File: src/hw/repg_pkg.sv
// Purpose: constants for the rail enable override and power-good delay block
// Assumes: 100 MHz REF_CLK, 8-bit register port with byte offsets
// Notes: factory defaults are parameters of the top module
//
// Functional notes
// - gp_output_3 asserts power good only after its delay, counted once all its grouped rails regulate.
// - a delayed output may instead be factory-set as system power good, level shifter or software output.
// - gp2_pg_delay in bits 7:5 picks 2.5, 5, 10, 15, 20, 50, 50 or 100 ms for gp_output_2.
// - gp4_pg_delay in bits 4:2 picks the delay for gp_output_4 with the same eight-value table.
// - gp1_pg_delay in bits 1:0 picks 0, 5, 10 or 15 ms for gp_output_1.
// - every delay lies within ten percent of nominal, so the timebase may carry that error.
// - load switch b2, b1 and a1 disable bits at 7, 6, 5 force their switch off when 0.
// - the termination regulator disable bit at 4 forces that regulator off when 0.
// - step-down rails 1 to 6 force-on bits 0 to 5 force the rail on unless disabled, else pin control.
// - load switch a1 force-on bit 6 forces it on unless disabled, else pin control.
// - linear regulator a2 force-on bit 7 forces it on unless disabled, else pin control.
// - step-down rails 1 to 3 disable bits force the rail off when 0.
package repg_pkg;
    localparam logic [7:0] ADDR_PG_DELAY = 8'h9d;
    localparam logic [7:0] ADDR_SW_DIS = 8'h9f;
    localparam logic [7:0] ADDR_FORCE_EN = 8'ha0;
    localparam int GP2_LSB = 5;
    localparam int GP4_LSB = 2;
    localparam int GP1_LSB = 0;
    localparam int SW_B2_BIT = 7;
    localparam int SW_B1_BIT = 6;
    localparam int SW_A1_BIT = 5;
    localparam int TERM_BIT = 4;
    localparam logic [7:0] SW_DIS_WMASK = 8'hf0;
    localparam int LINEAR_REG_A2_FBIT = 7;
    localparam int LOAD_SWITCH_A1_FBIT = 6;
    localparam int NUM_RAILS = 12;
    localparam int CLK_HZ = 100_000_000;
    localparam int TICK_US = 100;
    localparam int TICK_CYC = CLK_HZ / 1_000_000 * TICK_US;
    localparam logic [7:0] DLY_2P5_TICKS = 8'h19;
    localparam logic [7:0] DLY_5_TICKS = 8'h32;
    localparam logic [7:0] DLY_10_TICKS = 8'h64;
    localparam logic [7:0] DLY_15_TICKS = 8'h96;
    localparam logic [7:0] DLY_20_TICKS = 8'hc8;
    localparam logic [7:0] DLY_0_TICKS = 8'h00;
    localparam logic [15:0] DLY_50_TICKS = 16'h01f4;
    localparam logic [15:0] DLY_100_TICKS = 16'h03e8;
    typedef enum logic [1:0] {GPO_DELAYED_PG, GPO_SYSTEM_PG, GPO_LEVEL_SHIFT, GPO_SOFTWARE} repg_mode_e;
endpackage : repg_pkg

File: src/hw/repg_pg_if.sv
`timescale 1ns/10ps
`default_nettype none
// Purpose: carries one delay request and its timebase into a power-good channel
// Assumes: one clock domain
// Notes: driven by the top, read by repg_pg_delay
interface repg_pg_if;
    logic tick;
    logic [15:0] delay_ticks;
    logic all_good;
    logic pg_out;
    modport src (output tick, output delay_ticks, output all_good, input pg_out);
    modport chan (input tick, input delay_ticks, input all_good, output pg_out);
endinterface : repg_pg_if
`default_nettype wire

File: src/hw/repg_pg_delay.sv
`timescale 1ns/10ps
`default_nettype none
// Purpose: one power-good delay channel
// Assumes: tick is a one-cycle pulse every 100 us
// Notes: tick phase adds up to one tick of error, within tolerance
module repg_pg_delay (
    input wire logic clk,
    input wire logic rst,
    repg_pg_if.chan p
);
    logic [15:0] cnt_q, cnt_d;
    logic pg_q, pg_d;

    always_comb begin
        cnt_d = cnt_q;
        pg_d = pg_q;
        if (!p.all_good) begin
            cnt_d = '0;
            pg_d = 1'b0;
        end else if (!pg_q) begin
            if (cnt_q >= p.delay_ticks) begin
                pg_d = 1'b1;
            end else if (p.tick) begin
                cnt_d = cnt_q + 16'h0001;
            end
        end
    end

    always_ff @(posedge clk or posedge rst) begin
        if (rst) begin
            cnt_q <= '0;
            pg_q <= 1'b0;
        end else begin
            cnt_q <= cnt_d;
            pg_q <= pg_d;
        end
    end

    assign p.pg_out = pg_q;
endmodule : repg_pg_delay
`default_nettype wire

File: src/hw/repg_top.sv
`timescale 1ns/10ps
`default_nettype none
// Purpose: rail enable override and programmable power-good delays
// Assumes: register port is a one-cycle strobe decoded from the serial management port
// Notes: rails 0-5 step-down 1-6, 6 load switch a1, 7 linear reg a2, 8 b1, 9 b2, 10 termination, 11 spare
module repg_top #(
    parameter logic [7:0] PG_DELAY_DEF = 8'h12,
    parameter logic [7:0] SW_DIS_DEF = 8'hf0,
    parameter logic [7:0] FORCE_EN_DEF = 8'h00,
    parameter logic [2:0] STEP_DIS_DEF = 3'h7,
    parameter logic [3:0] GP1_GROUP = 4'h1,
    parameter logic [3:0] GP2_GROUP = 4'h2,
    parameter logic [3:0] GP3_GROUP = 4'h4,
    parameter logic [3:0] GP4_GROUP = 4'h8,
    parameter logic [15:0] GP3_DELAY_TICKS = 16'h0032,
    parameter int TICK_CYCLES = repg_pkg::TICK_CYC,
    parameter repg_pkg::repg_mode_e GP1_MODE = repg_pkg::GPO_DELAYED_PG,
    parameter repg_pkg::repg_mode_e GP2_MODE = repg_pkg::GPO_DELAYED_PG,
    parameter repg_pkg::repg_mode_e GP3_MODE = repg_pkg::GPO_DELAYED_PG,
    parameter repg_pkg::repg_mode_e GP4_MODE = repg_pkg::GPO_DELAYED_PG
) (
    input wire logic REF_CLK,
    input wire logic RST,
    input wire logic REG_WR,
    input wire logic REG_RD,
    input wire logic [7:0] REG_ADDR,
    input wire logic [7:0] REG_WDATA,
    output logic [7:0] REG_RDATA,
    output logic REG_ACK,
    input wire logic [2:0] STEP_DIS,
    input wire logic [repg_pkg::NUM_RAILS-1:0] SEQ_EN,
    input wire logic [3:0] RAIL_IN_REG,
    input wire logic [3:0] GP_LEVEL,
    input wire logic [3:0] GP_LS_IN,
    output logic [repg_pkg::NUM_RAILS-1:0] RAIL_EN,
    output logic [3:0] GP_OUT
);
    // ************************************************************
    // registers
    // ************************************************************
    logic [7:0] pg_dly_q, pg_dly_d;
    logic [7:0] sw_dis_q, sw_dis_d;
    logic [7:0] force_q, force_d;
    logic [7:0] rdata_q, rdata_d;
    logic ack_q, ack_d;

    always_comb begin
        pg_dly_d = pg_dly_q;
        sw_dis_d = sw_dis_q;
        force_d = force_q;
        rdata_d = rdata_q;
        ack_d = REG_WR | REG_RD;
        if (REG_WR) begin
            unique case (REG_ADDR)
                repg_pkg::ADDR_PG_DELAY: pg_dly_d = REG_WDATA;
                // reserved bits held at zero even if software misbehaves
                repg_pkg::ADDR_SW_DIS: sw_dis_d = REG_WDATA & repg_pkg::SW_DIS_WMASK;
                repg_pkg::ADDR_FORCE_EN: force_d = REG_WDATA;
                default: ;
            endcase
        end
        if (REG_RD) begin
            unique case (REG_ADDR)
                repg_pkg::ADDR_PG_DELAY: rdata_d = pg_dly_q;
                repg_pkg::ADDR_SW_DIS: rdata_d = sw_dis_q;
                repg_pkg::ADDR_FORCE_EN: rdata_d = force_q;
                default: rdata_d = 8'h00;
            endcase
        end
    end

    always_ff @(posedge REF_CLK or posedge RST) begin
        if (RST) begin
            pg_dly_q <= PG_DELAY_DEF;
            sw_dis_q <= SW_DIS_DEF;
            force_q <= FORCE_EN_DEF;
            rdata_q <= 8'h00;
            ack_q <= 1'b0;
        end else begin
            pg_dly_q <= pg_dly_d;
            sw_dis_q <= sw_dis_d;
            force_q <= force_d;
            rdata_q <= rdata_d;
            ack_q <= ack_d;
        end
    end

    assign REG_RDATA = rdata_q;
    assign REG_ACK = ack_q;

    // ************************************************************
    // rail enables
    // ************************************************************
    logic [repg_pkg::NUM_RAILS-1:0] allow, force_on, en_d, en_q;

    always_comb begin
        allow = '1;
        allow[2:0] = STEP_DIS;
        allow[6] = sw_dis_q[repg_pkg::SW_A1_BIT];
        allow[8] = sw_dis_q[repg_pkg::SW_B1_BIT];
        allow[9] = sw_dis_q[repg_pkg::SW_B2_BIT];
        allow[10] = sw_dis_q[repg_pkg::TERM_BIT];
        force_on = '0;
        force_on[5:0] = force_q[5:0];
        force_on[6] = force_q[repg_pkg::LOAD_SWITCH_A1_FBIT];
        force_on[7] = force_q[repg_pkg::LINEAR_REG_A2_FBIT];
        en_d = allow & (force_on | SEQ_EN);
    end

    always_ff @(posedge REF_CLK or posedge RST) begin
        if (RST) begin
            en_q <= '0;
        end else begin
            en_q <= en_d;
        end
    end

    assign RAIL_EN = en_q;

    // ************************************************************
    // 100 us timebase
    // ************************************************************
    logic [15:0] div_q, div_d;
    logic tick_q, tick_d;

    always_comb begin
        tick_d = (div_q == 16'(TICK_CYCLES - 1));
        div_d = tick_d ? 16'h0000 : div_q + 16'h0001;
    end

    always_ff @(posedge REF_CLK or posedge RST) begin
        if (RST) begin
            div_q <= '0;
            tick_q <= 1'b0;
        end else begin
            div_q <= div_d;
            tick_q <= tick_d;
        end
    end

    // ************************************************************
    // delay decode and power-good channels
    // ************************************************************
    function automatic logic [15:0] dly3(input logic [2:0] c);
        logic [15:0] r;
        r = repg_pkg::DLY_100_TICKS;
        unique case (c)
            3'h0: r = {8'h00, repg_pkg::DLY_2P5_TICKS};
            3'h1: r = {8'h00, repg_pkg::DLY_5_TICKS};
            3'h2: r = {8'h00, repg_pkg::DLY_10_TICKS};
            3'h3: r = {8'h00, repg_pkg::DLY_15_TICKS};
            3'h4: r = {8'h00, repg_pkg::DLY_20_TICKS};
            3'h5, 3'h6: r = repg_pkg::DLY_50_TICKS;
            3'h7: r = repg_pkg::DLY_100_TICKS;
        endcase
        return r;
    endfunction : dly3

    function automatic logic [15:0] dly2(input logic [1:0] c);
        logic [15:0] r;
        r = 16'h0000;
        unique case (c)
            2'h0: r = {8'h00, repg_pkg::DLY_0_TICKS};
            2'h1: r = {8'h00, repg_pkg::DLY_5_TICKS};
            2'h2: r = {8'h00, repg_pkg::DLY_10_TICKS};
            2'h3: r = {8'h00, repg_pkg::DLY_15_TICKS};
        endcase
        return r;
    endfunction : dly2

    logic [15:0] dly [4];
    logic [3:0] grp [4];
    repg_pkg::repg_mode_e mode [4];
    logic [3:0] pg, gp_d, gp_q;
    logic [3:0] sys_good;

    assign dly[0] = dly2(pg_dly_q[repg_pkg::GP1_LSB +: 2]);
    assign dly[1] = dly3(pg_dly_q[repg_pkg::GP2_LSB +: 3]);
    assign dly[2] = GP3_DELAY_TICKS;
    assign dly[3] = dly3(pg_dly_q[repg_pkg::GP4_LSB +: 3]);
    assign grp[0] = GP1_GROUP;
    assign grp[1] = GP2_GROUP;
    assign grp[2] = GP3_GROUP;
    assign grp[3] = GP4_GROUP;
    assign mode[0] = GP1_MODE;
    assign mode[1] = GP2_MODE;
    assign mode[2] = GP3_MODE;
    assign mode[3] = GP4_MODE;
    assign sys_good = {4{&RAIL_IN_REG}};

    genvar g;
    generate
        for (g = 0; g < 4; g++) begin : gen_gp
            repg_pg_if pif ();
            assign pif.tick = tick_q;
            assign pif.delay_ticks = dly[g];
            assign pif.all_good = &(RAIL_IN_REG | ~grp[g]);
            assign pg[g] = pif.pg_out;
            repg_pg_delay u_dly (
                .clk(REF_CLK),
                .rst(RST),
                .p(pif)
            );
            always_comb begin
                unique case (mode[g])
                    repg_pkg::GPO_DELAYED_PG: gp_d[g] = pg[g];
                    repg_pkg::GPO_SYSTEM_PG: gp_d[g] = sys_good[g];
                    repg_pkg::GPO_LEVEL_SHIFT: gp_d[g] = GP_LS_IN[g];
                    repg_pkg::GPO_SOFTWARE: gp_d[g] = GP_LEVEL[g];
                endcase
            end
        end
    endgenerate

    always_ff @(posedge REF_CLK or posedge RST) begin
        if (RST) begin
            gp_q <= '0;
        end else begin
            gp_q <= gp_d;
        end
    end

    assign GP_OUT = gp_q;
endmodule : repg_top
`default_nettype wire

File: config.mk
export PLATFORM = sky130hd
export DESIGN_NAME = repg_top
export DESIGN_NICKNAME = d
export VERILOG_FILES = /design/src/hw/repg_pkg.sv /design/src/hw/repg_pg_if.sv /design/src/hw/repg_pg_delay.sv /design/src/hw/repg_top.sv
export SDC_FILE = /design/constraint.sdc
export NUM_CORES = 1
export LEC_CHECK = 0
export BUFFER_PORTS_ARGS = -buffer_cell sky130_fd_sc_hd__buf_2
export CORE_MARGIN = 2
export CORE_UTILIZATION = 52
export DETAILED_ROUTE_END_ITERATION = 10
export GPL_ROUTABILITY_DRIVEN = 1
export GPL_TIMING_DRIVEN = 1
export PLACE_DENSITY_LB_ADDON = 0.12
export SYNTH_ARGS = -nofsm -noshare
export SYNTH_HDL_FRONTEND = slang
export SYNTH_HIERARCHICAL = 1
export SYNTH_SLANG_ARGS = --single-unit
export TNS_END_PERCENT = 50
File: constraint.sdc
create_clock -name REF_CLK -period 2.5 [get_ports REF_CLK]
set_input_delay 0.125 -clock REF_CLK [delete_from_list [all_inputs] [get_ports REF_CLK]]
set_output_delay 0.125 -clock REF_CLK [all_outputs]
set_load 0.05 [all_outputs]
* Word-level counts from Yosys, hierarchy flattened
Memories as Yosys holds them, arrays and structs flattened. Cells that the tools add are included.
Cells by class: order comparisons 4, mux-type cells 31, equal/unequal tests 19, reductions and logical operators 8, $add $sub $neg 5, div/mod/pow operators 0, bitwise operators 3, shifts and indexed selects 0, $mul 0
Operator list (number):
- $mux W16 | 17
- $add A16 B1 Y16 const B | 5
- $pmux W16 S4 | 1
- $ge A16 B16 Y1 | 3
- $eq A8 B8 Y1 const B | 3
- $pmux W8 S3 | 1
- $eq A16 B14 Y1 const B | 1
- $ge A16 B6 Y1 const B | 1
- $ne A2 B2 Y1 const B | 8
- $and A12 B12 Y12 | 1
- $mux W1 | 12
- $or A8 B12 Y12 | 1
- $reduce_and A3 Y1 | 4
- $ne A2 B1 Y1 const B | 4
- $reduce_and A2 Y1 | 3
- $eq A2 B2 Y1 const B | 2
- $eq A2 B1 Y1 const B | 1
- $logic_not A2 Y1 | 1
- $or A1 B1 Y1 | 1
Storage, ports and cells: bits in writable memories 0, word-level logic and storage cells 89, memories 2, input port bits 47, flip-flop bits (word level) 130, bits in latches 0, output and inout bits 25, ROM bits 160
Memory list:
- (name not given) | words 8, bits a word 10, read ports 1, clocked after memory_dff 0, write ports 0, line repg_top.sv:147 | unique case (c)
- (name not given) | words 8, bits a word 10, read ports 1, clocked after memory_dff 0, write ports 0, line repg_top.sv:147

* Logic depth before layout (Yosys ltp)
depth after elaboration 6, depth in mapped cells 13, mapped depth without buffers 12

* Modules after synthesis
Netlist, hierarchy kept.
By module, submodules not included:
- repg_pg_delay at gen_gp[0].u_dly ... | seq. area each 425.4 sq um, times used 3, cells each 152, area each 1310.0 sq um
- repg_top | seq. area each 1559.0 sq um, times used 1, cells each 249, area each 2837.7 sq um
- repg_pg_delay at gen_gp[2].u_dly | seq. area each 425.4 sq um, times used 1, cells each 150, area each 1325.0 sq um

* Least setup slack after synthesis
OpenSTA, ideal clock, no wires.
path type register to register, from register pg_dly_q[1], to register gen_gp[0].u_dly.cnt_q[15], cell stages (with the launch flop) 11, setup time 0.078 ns, buffers on the path 0, arrival 2.659 ns, setup slack -0.237 ns, period minus slack after synthesis 2.737 ns, required time 2.422 ns, path through dfstp_2 > inv_1 > ha_1 > or2_2 > inv_1 > ha_1 > a2111o_1 > a31oi_4 > nand3_4 > or4_1 > a21oi_1
On the way: longest elaborated chain between the ends 5, elaborated cells between the ends (all ways) 8, classes of those cells order compare: 1; eq/ne: 4; mux: 1; reduce/logical: 2
Ends and longest elaborated chain:
- start, declared | line repg_top.sv:41 | logic [7:0] pg_dly_q, pg_dly_d;
- start signal, assigned | line repg_top.sv:80 | pg_dly_q <= pg_dly_d;
- $eq A2 B2 Y1, or another cell as far along | line repg_top.sv:162 | unique case (c)
- $pmux W16 S4 (*) | line repg_top.sv:162
- net gen_gp[0].pif.delay_ticks[1] | line repg_pg_if.sv:8 | logic [15:0] delay_ticks;
- $ge A16 B16 Y1 (*) | line repg_pg_delay.sv:21 | if (cnt_q >= p.delay_ticks) begin
- $ne A2 B2 Y1 (no source line) (*)
- $reduce_and A3 Y1 (no source line) (*)
- end signal, assigned | line repg_pg_delay.sv:34 | cnt_q <= cnt_d;
- end, declared | line repg_pg_delay.sv:11 | logic [15:0] cnt_q, cnt_d;
Mark *: on every way through the listed nets, which the timed path passes. The rest lies on a longest branch. The select of a mux whose other input is x is not followed. A chain may end at the register's enable or synchronous reset.

* Final worst setup path
Ends and elaborated chain as after synthesis.

==> summary.md <==
| Metric | Value |
|---|---|
| Core Util, Final | `0.7007` |
| Min cycle time layout | `2727 ps` |
| Core box area | `15200 um^2` |
| Pint | `3726 uW` |
| Cells after Synth | `855` |
| CTS buffer count | `17` |
| Row cnt | `45` |
| DR DRC count | `0` |
| YS warnings | `6` |
| CP max stage delay | `560 ps` |
| Chip width | `128.8 um` |
| Root Driver | `clkbuf_16` |
| Largest net degree at the start of global routing | `35` |
| Hold Path Class | `input pin to register` |
| Tcrit/Tclk final | `1.091` |
| Die H | `128.8 um` |
| Final Non-Filler Cells | `1251` |
| Post-synthesis sequential area ratio | `0.4029` |
| Vias | `6756` |
| Synth unique cells | `58` |
| Wire per inst | `14.97 um` |
| Most common cell in the netlist | `dfrtp_1` |
| RSZ-0062 raised after global routing | `yes` |
| Die area | `16580 um^2` |
| PD cells | `489.6 nW/um^2` |
| Setup-failing EPs final | `37` |
| First-pass GRT wire length | `30700 um` |
| Detailed Route WL | `18720 um` |
| EDFF count, synth | `0` |
| Max Fclk | `366.7 MHz` |
| Gpl congestion | `0.7896` |
| Failing checks | `setup timing` |
| Skew final | `5.742 ps` |
| Area share of the largest cell type after synthesis | `0.3834` |
| Clk buf depth | `2` |
| Switch share | `0.2857` |
| Starting DRT DRC Count | `298` |
| I/O pin cnt | `72` |
| Initial antenna violation count | `0` |
| Worst Path Buf+Inv | `2` |
| Post-DRT Antenna Nets | `0` |
| Hold violation count in the final report | `0` |
| Vias in the first global route | `6644` |
| Mapped Area | `8093 um^2` |
| Crit path kind | `register to register` |
| NetSw | `1490 uW` |
| Total congestion overflow | `0` |
| Area Overhead vs Synth | `31.63%` |
| CP Launch Type | `register` |
| CTS Sinks | `130` |
| Leak pwr | `0.005081 uW` |
| Synth Flop Type | `dfrtp_1` |
| Filler cells | `1174` |
| Setup ws final | `-227.1 ps` |
| DR vias/cell | `5.400` |
| Hpwl dp | `12570 um` |
| Sequential power share | `0.416` |
| Fraction of registers with async set/reset | `1.000` |
| Max H-tree Level | `4` |
| Syn Area/Cell | `9.465 um^2` |
| Status | `complete, but fails checks` |
| PortBufs | `63` |
| Combinational power share | `0.114` |
| Yosys top cell by area | `dfrtp_1` |
| Slew headroom | `0.4822` |
| Delay-heaviest family, CP | `simple AND/OR/NAND/NOR gates` |
| Crit-path slowest cell | `dfstp_2` |
| Max-capacitance violation count | `0` |
| # diodes | `0` |
| Worst-Skew Late Latency | `430 ps` |
| Ranking of synthesized cells by area | `dfrtp_1 (38%), ha_1 (13%), inv_1 (4.7%)` |
| Initial Utilization | `0.5323` |
| CP Capture Type | `register` |
| Global-route usage over all layers | `0.2323` |
| Max rail drop VDD | `0.5281 mV` |
| Clk pwr share | `0.471` |
| Pre-Repair DR Iteration Count | `4` |
| Layout cells sized above 1 | `0.3010` |
| Worst-Margin Slew | `775.6 ps` |
| Nets@finish | `1178` |
| Sequence of cells on the critical path | `inv_2, ha_4, or2_4, inv_2, ha_4, a2111o_1, a31oi_4, nand3_4, or4_4, a21oi_2` |
| CTS clk-pin slew, worst paths | `60 ps` |
| Worst hold slack | `31.52 ps` |
| CP required | `2850 ps` |
| Worst-path fanout max | `3` |
| DP Worst Slack | `-217.8 ps` |
| #FFs+latches synth | `130` |
| R2R setup slack | `-230 ps` |
| CTS tree | `done` |
| Placed insts | `1175` |
| Pins Over Slew Limit | `0` |
| Commonest cells in the netlist | `dfrtp_1 (124), inv_1 (101), ha_1 (81), nand2_1 (73), a21oi_1 (58)` |
| Worst Path Arrival | `3080 ps` |
==> metrics by stage <==
step | TNS, ps | area, um^2 | total power [uW]
global route | -8982 | 10650 | 5421
finish | -3863 | 10650 | 5216
detailed placement | -4812 | 9168 | 2685
CTS | -2932 | 10250 | 5195
floorplan | -472.1 | 8325 | 2525
global placement | -2885 | 9168 | 2676
==> per-layer routing <==
| metal | share of wire | GRT usage | up-vias |
|---|---|---|---|
| met5 | 0 | 0 | - |
| met2 | 0.51 | 0.4068 | 122 |
| met3 | 0.035 | 0.04407 | 35 |
| met1 | 0.43 | 0.2854 | 3251 |
| met4 | 0.020 | 0.08696 | 0 |
| li1 | - | - | 3348 |
==> state kept, by name (all words and copies together), names as in the netlist <==
| name | flops |
|---|---|
| gen_gp.u_dly/cnt_q | 64 |
| REG_RDATA | 8 |
| GP_OUT | 4 |
| REG_ACK | 1 |
| force_q | 8 |
| gen_gp.u_dly/p.pg_out | 4 |
| gen_gp.pif.tick | 1 |
| pg_dly_q | 8 |
| sw_dis_q | 4 |
| RAIL_EN | 12 |
| div_q | 16 |
==> worst reg2reg max path: stages (launching register included) <==
cell and delay [ps]:
dfstp_2 560, inv_2 60, ha_4 140, or2_4 230, inv_2 60, ha_4 180
a2111o_1 430, a31oi_4 250, nand3_4 90, or4_4 530, a21oi_2 120
==> power by group through the flow <==
stage	combinational, uW	clock, uW	sequential, uW
floorplan	276	0	2250
global placement	471	0	2200
detailed placement	479	0	2210
CTS	536	2490	2170
global route	664	2580	2170
finish	593	2450	2170
==> path summary, 6_finish.rpt <==
path	start	to	cells after the start
max	pg_dly_q[1]	gen_gp[0].u_dly/cnt_q[15]	10
min	RAIL_IN_REG[0]	gen_gp[0].u_dly/cnt_q[1]	3
max reg2reg	pg_dly_q[1]	gen_gp[0].u_dly/cnt_q[15]	10
max in group asynchronous	RST	sw_dis_q[7]	4
min reg2reg	gen_gp[2].u_dly/p.pg_out	GP_OUT[2]	0
min in group asynchronous	RST	gen_gp[1].u_dly/cnt_q[0]	3
==> cells by family after synthesis <==
group,after synthesis,share of synthesized area
xor gates and xnor gates,27,0.02922
buffers and inverters,119,0.05659
AOI/OAI and AO/OA,147,0.1248
other,2,0.0009280
and+or+nand+nor,315,0.2161
DFF,130,0.4029
muxes,34,0.04422
adders and majority gates,81,0.1252
==> cell usage in the layout (no fill, tap or decap), types with 17 or more instances in the layout <==
master         synthesis  layout
dlygate4sd3_1          0      25
nand3_1               33      31
nand4_1               29      29
inv_1                101      90
nor2_1                48      48
clkbuf_16              0      17
dfrtp_1              124     122
nand2_1               73      71
a21oi_2                0      21
buf_2                  3      64
buf_4                  0      55
a21oi_1               58      36
mux2i_1               20      20
conb_1                 2      38
o21ai_1               25      25
ha_1                  81      64
==> cell type report <==
type                            count  area, um^2  share of cell area
Clock inverter                     15       158.9             0.01492
Inverter                          101       379.1             0.03559
Tap cell                          188       235.2             0.02208
Timing Repair Buffer              158        1150              0.1079
Multi-Input combinational cell    642        5041              0.4732
Clock buffer                       17       425.4             0.03993
Sequential cell                   130        3263              0.3063
==> repair_timing <==
item	4_1_cts	5_1_grt
hold buffers	25	0
resized for setup	35	77
endpoints found under the hold margin	133	0
setup buffers	10	8
setup endpoints to repair	47	53
cloned	0	1
pin swaps	38	45
(Power assumes the default switching activity.)
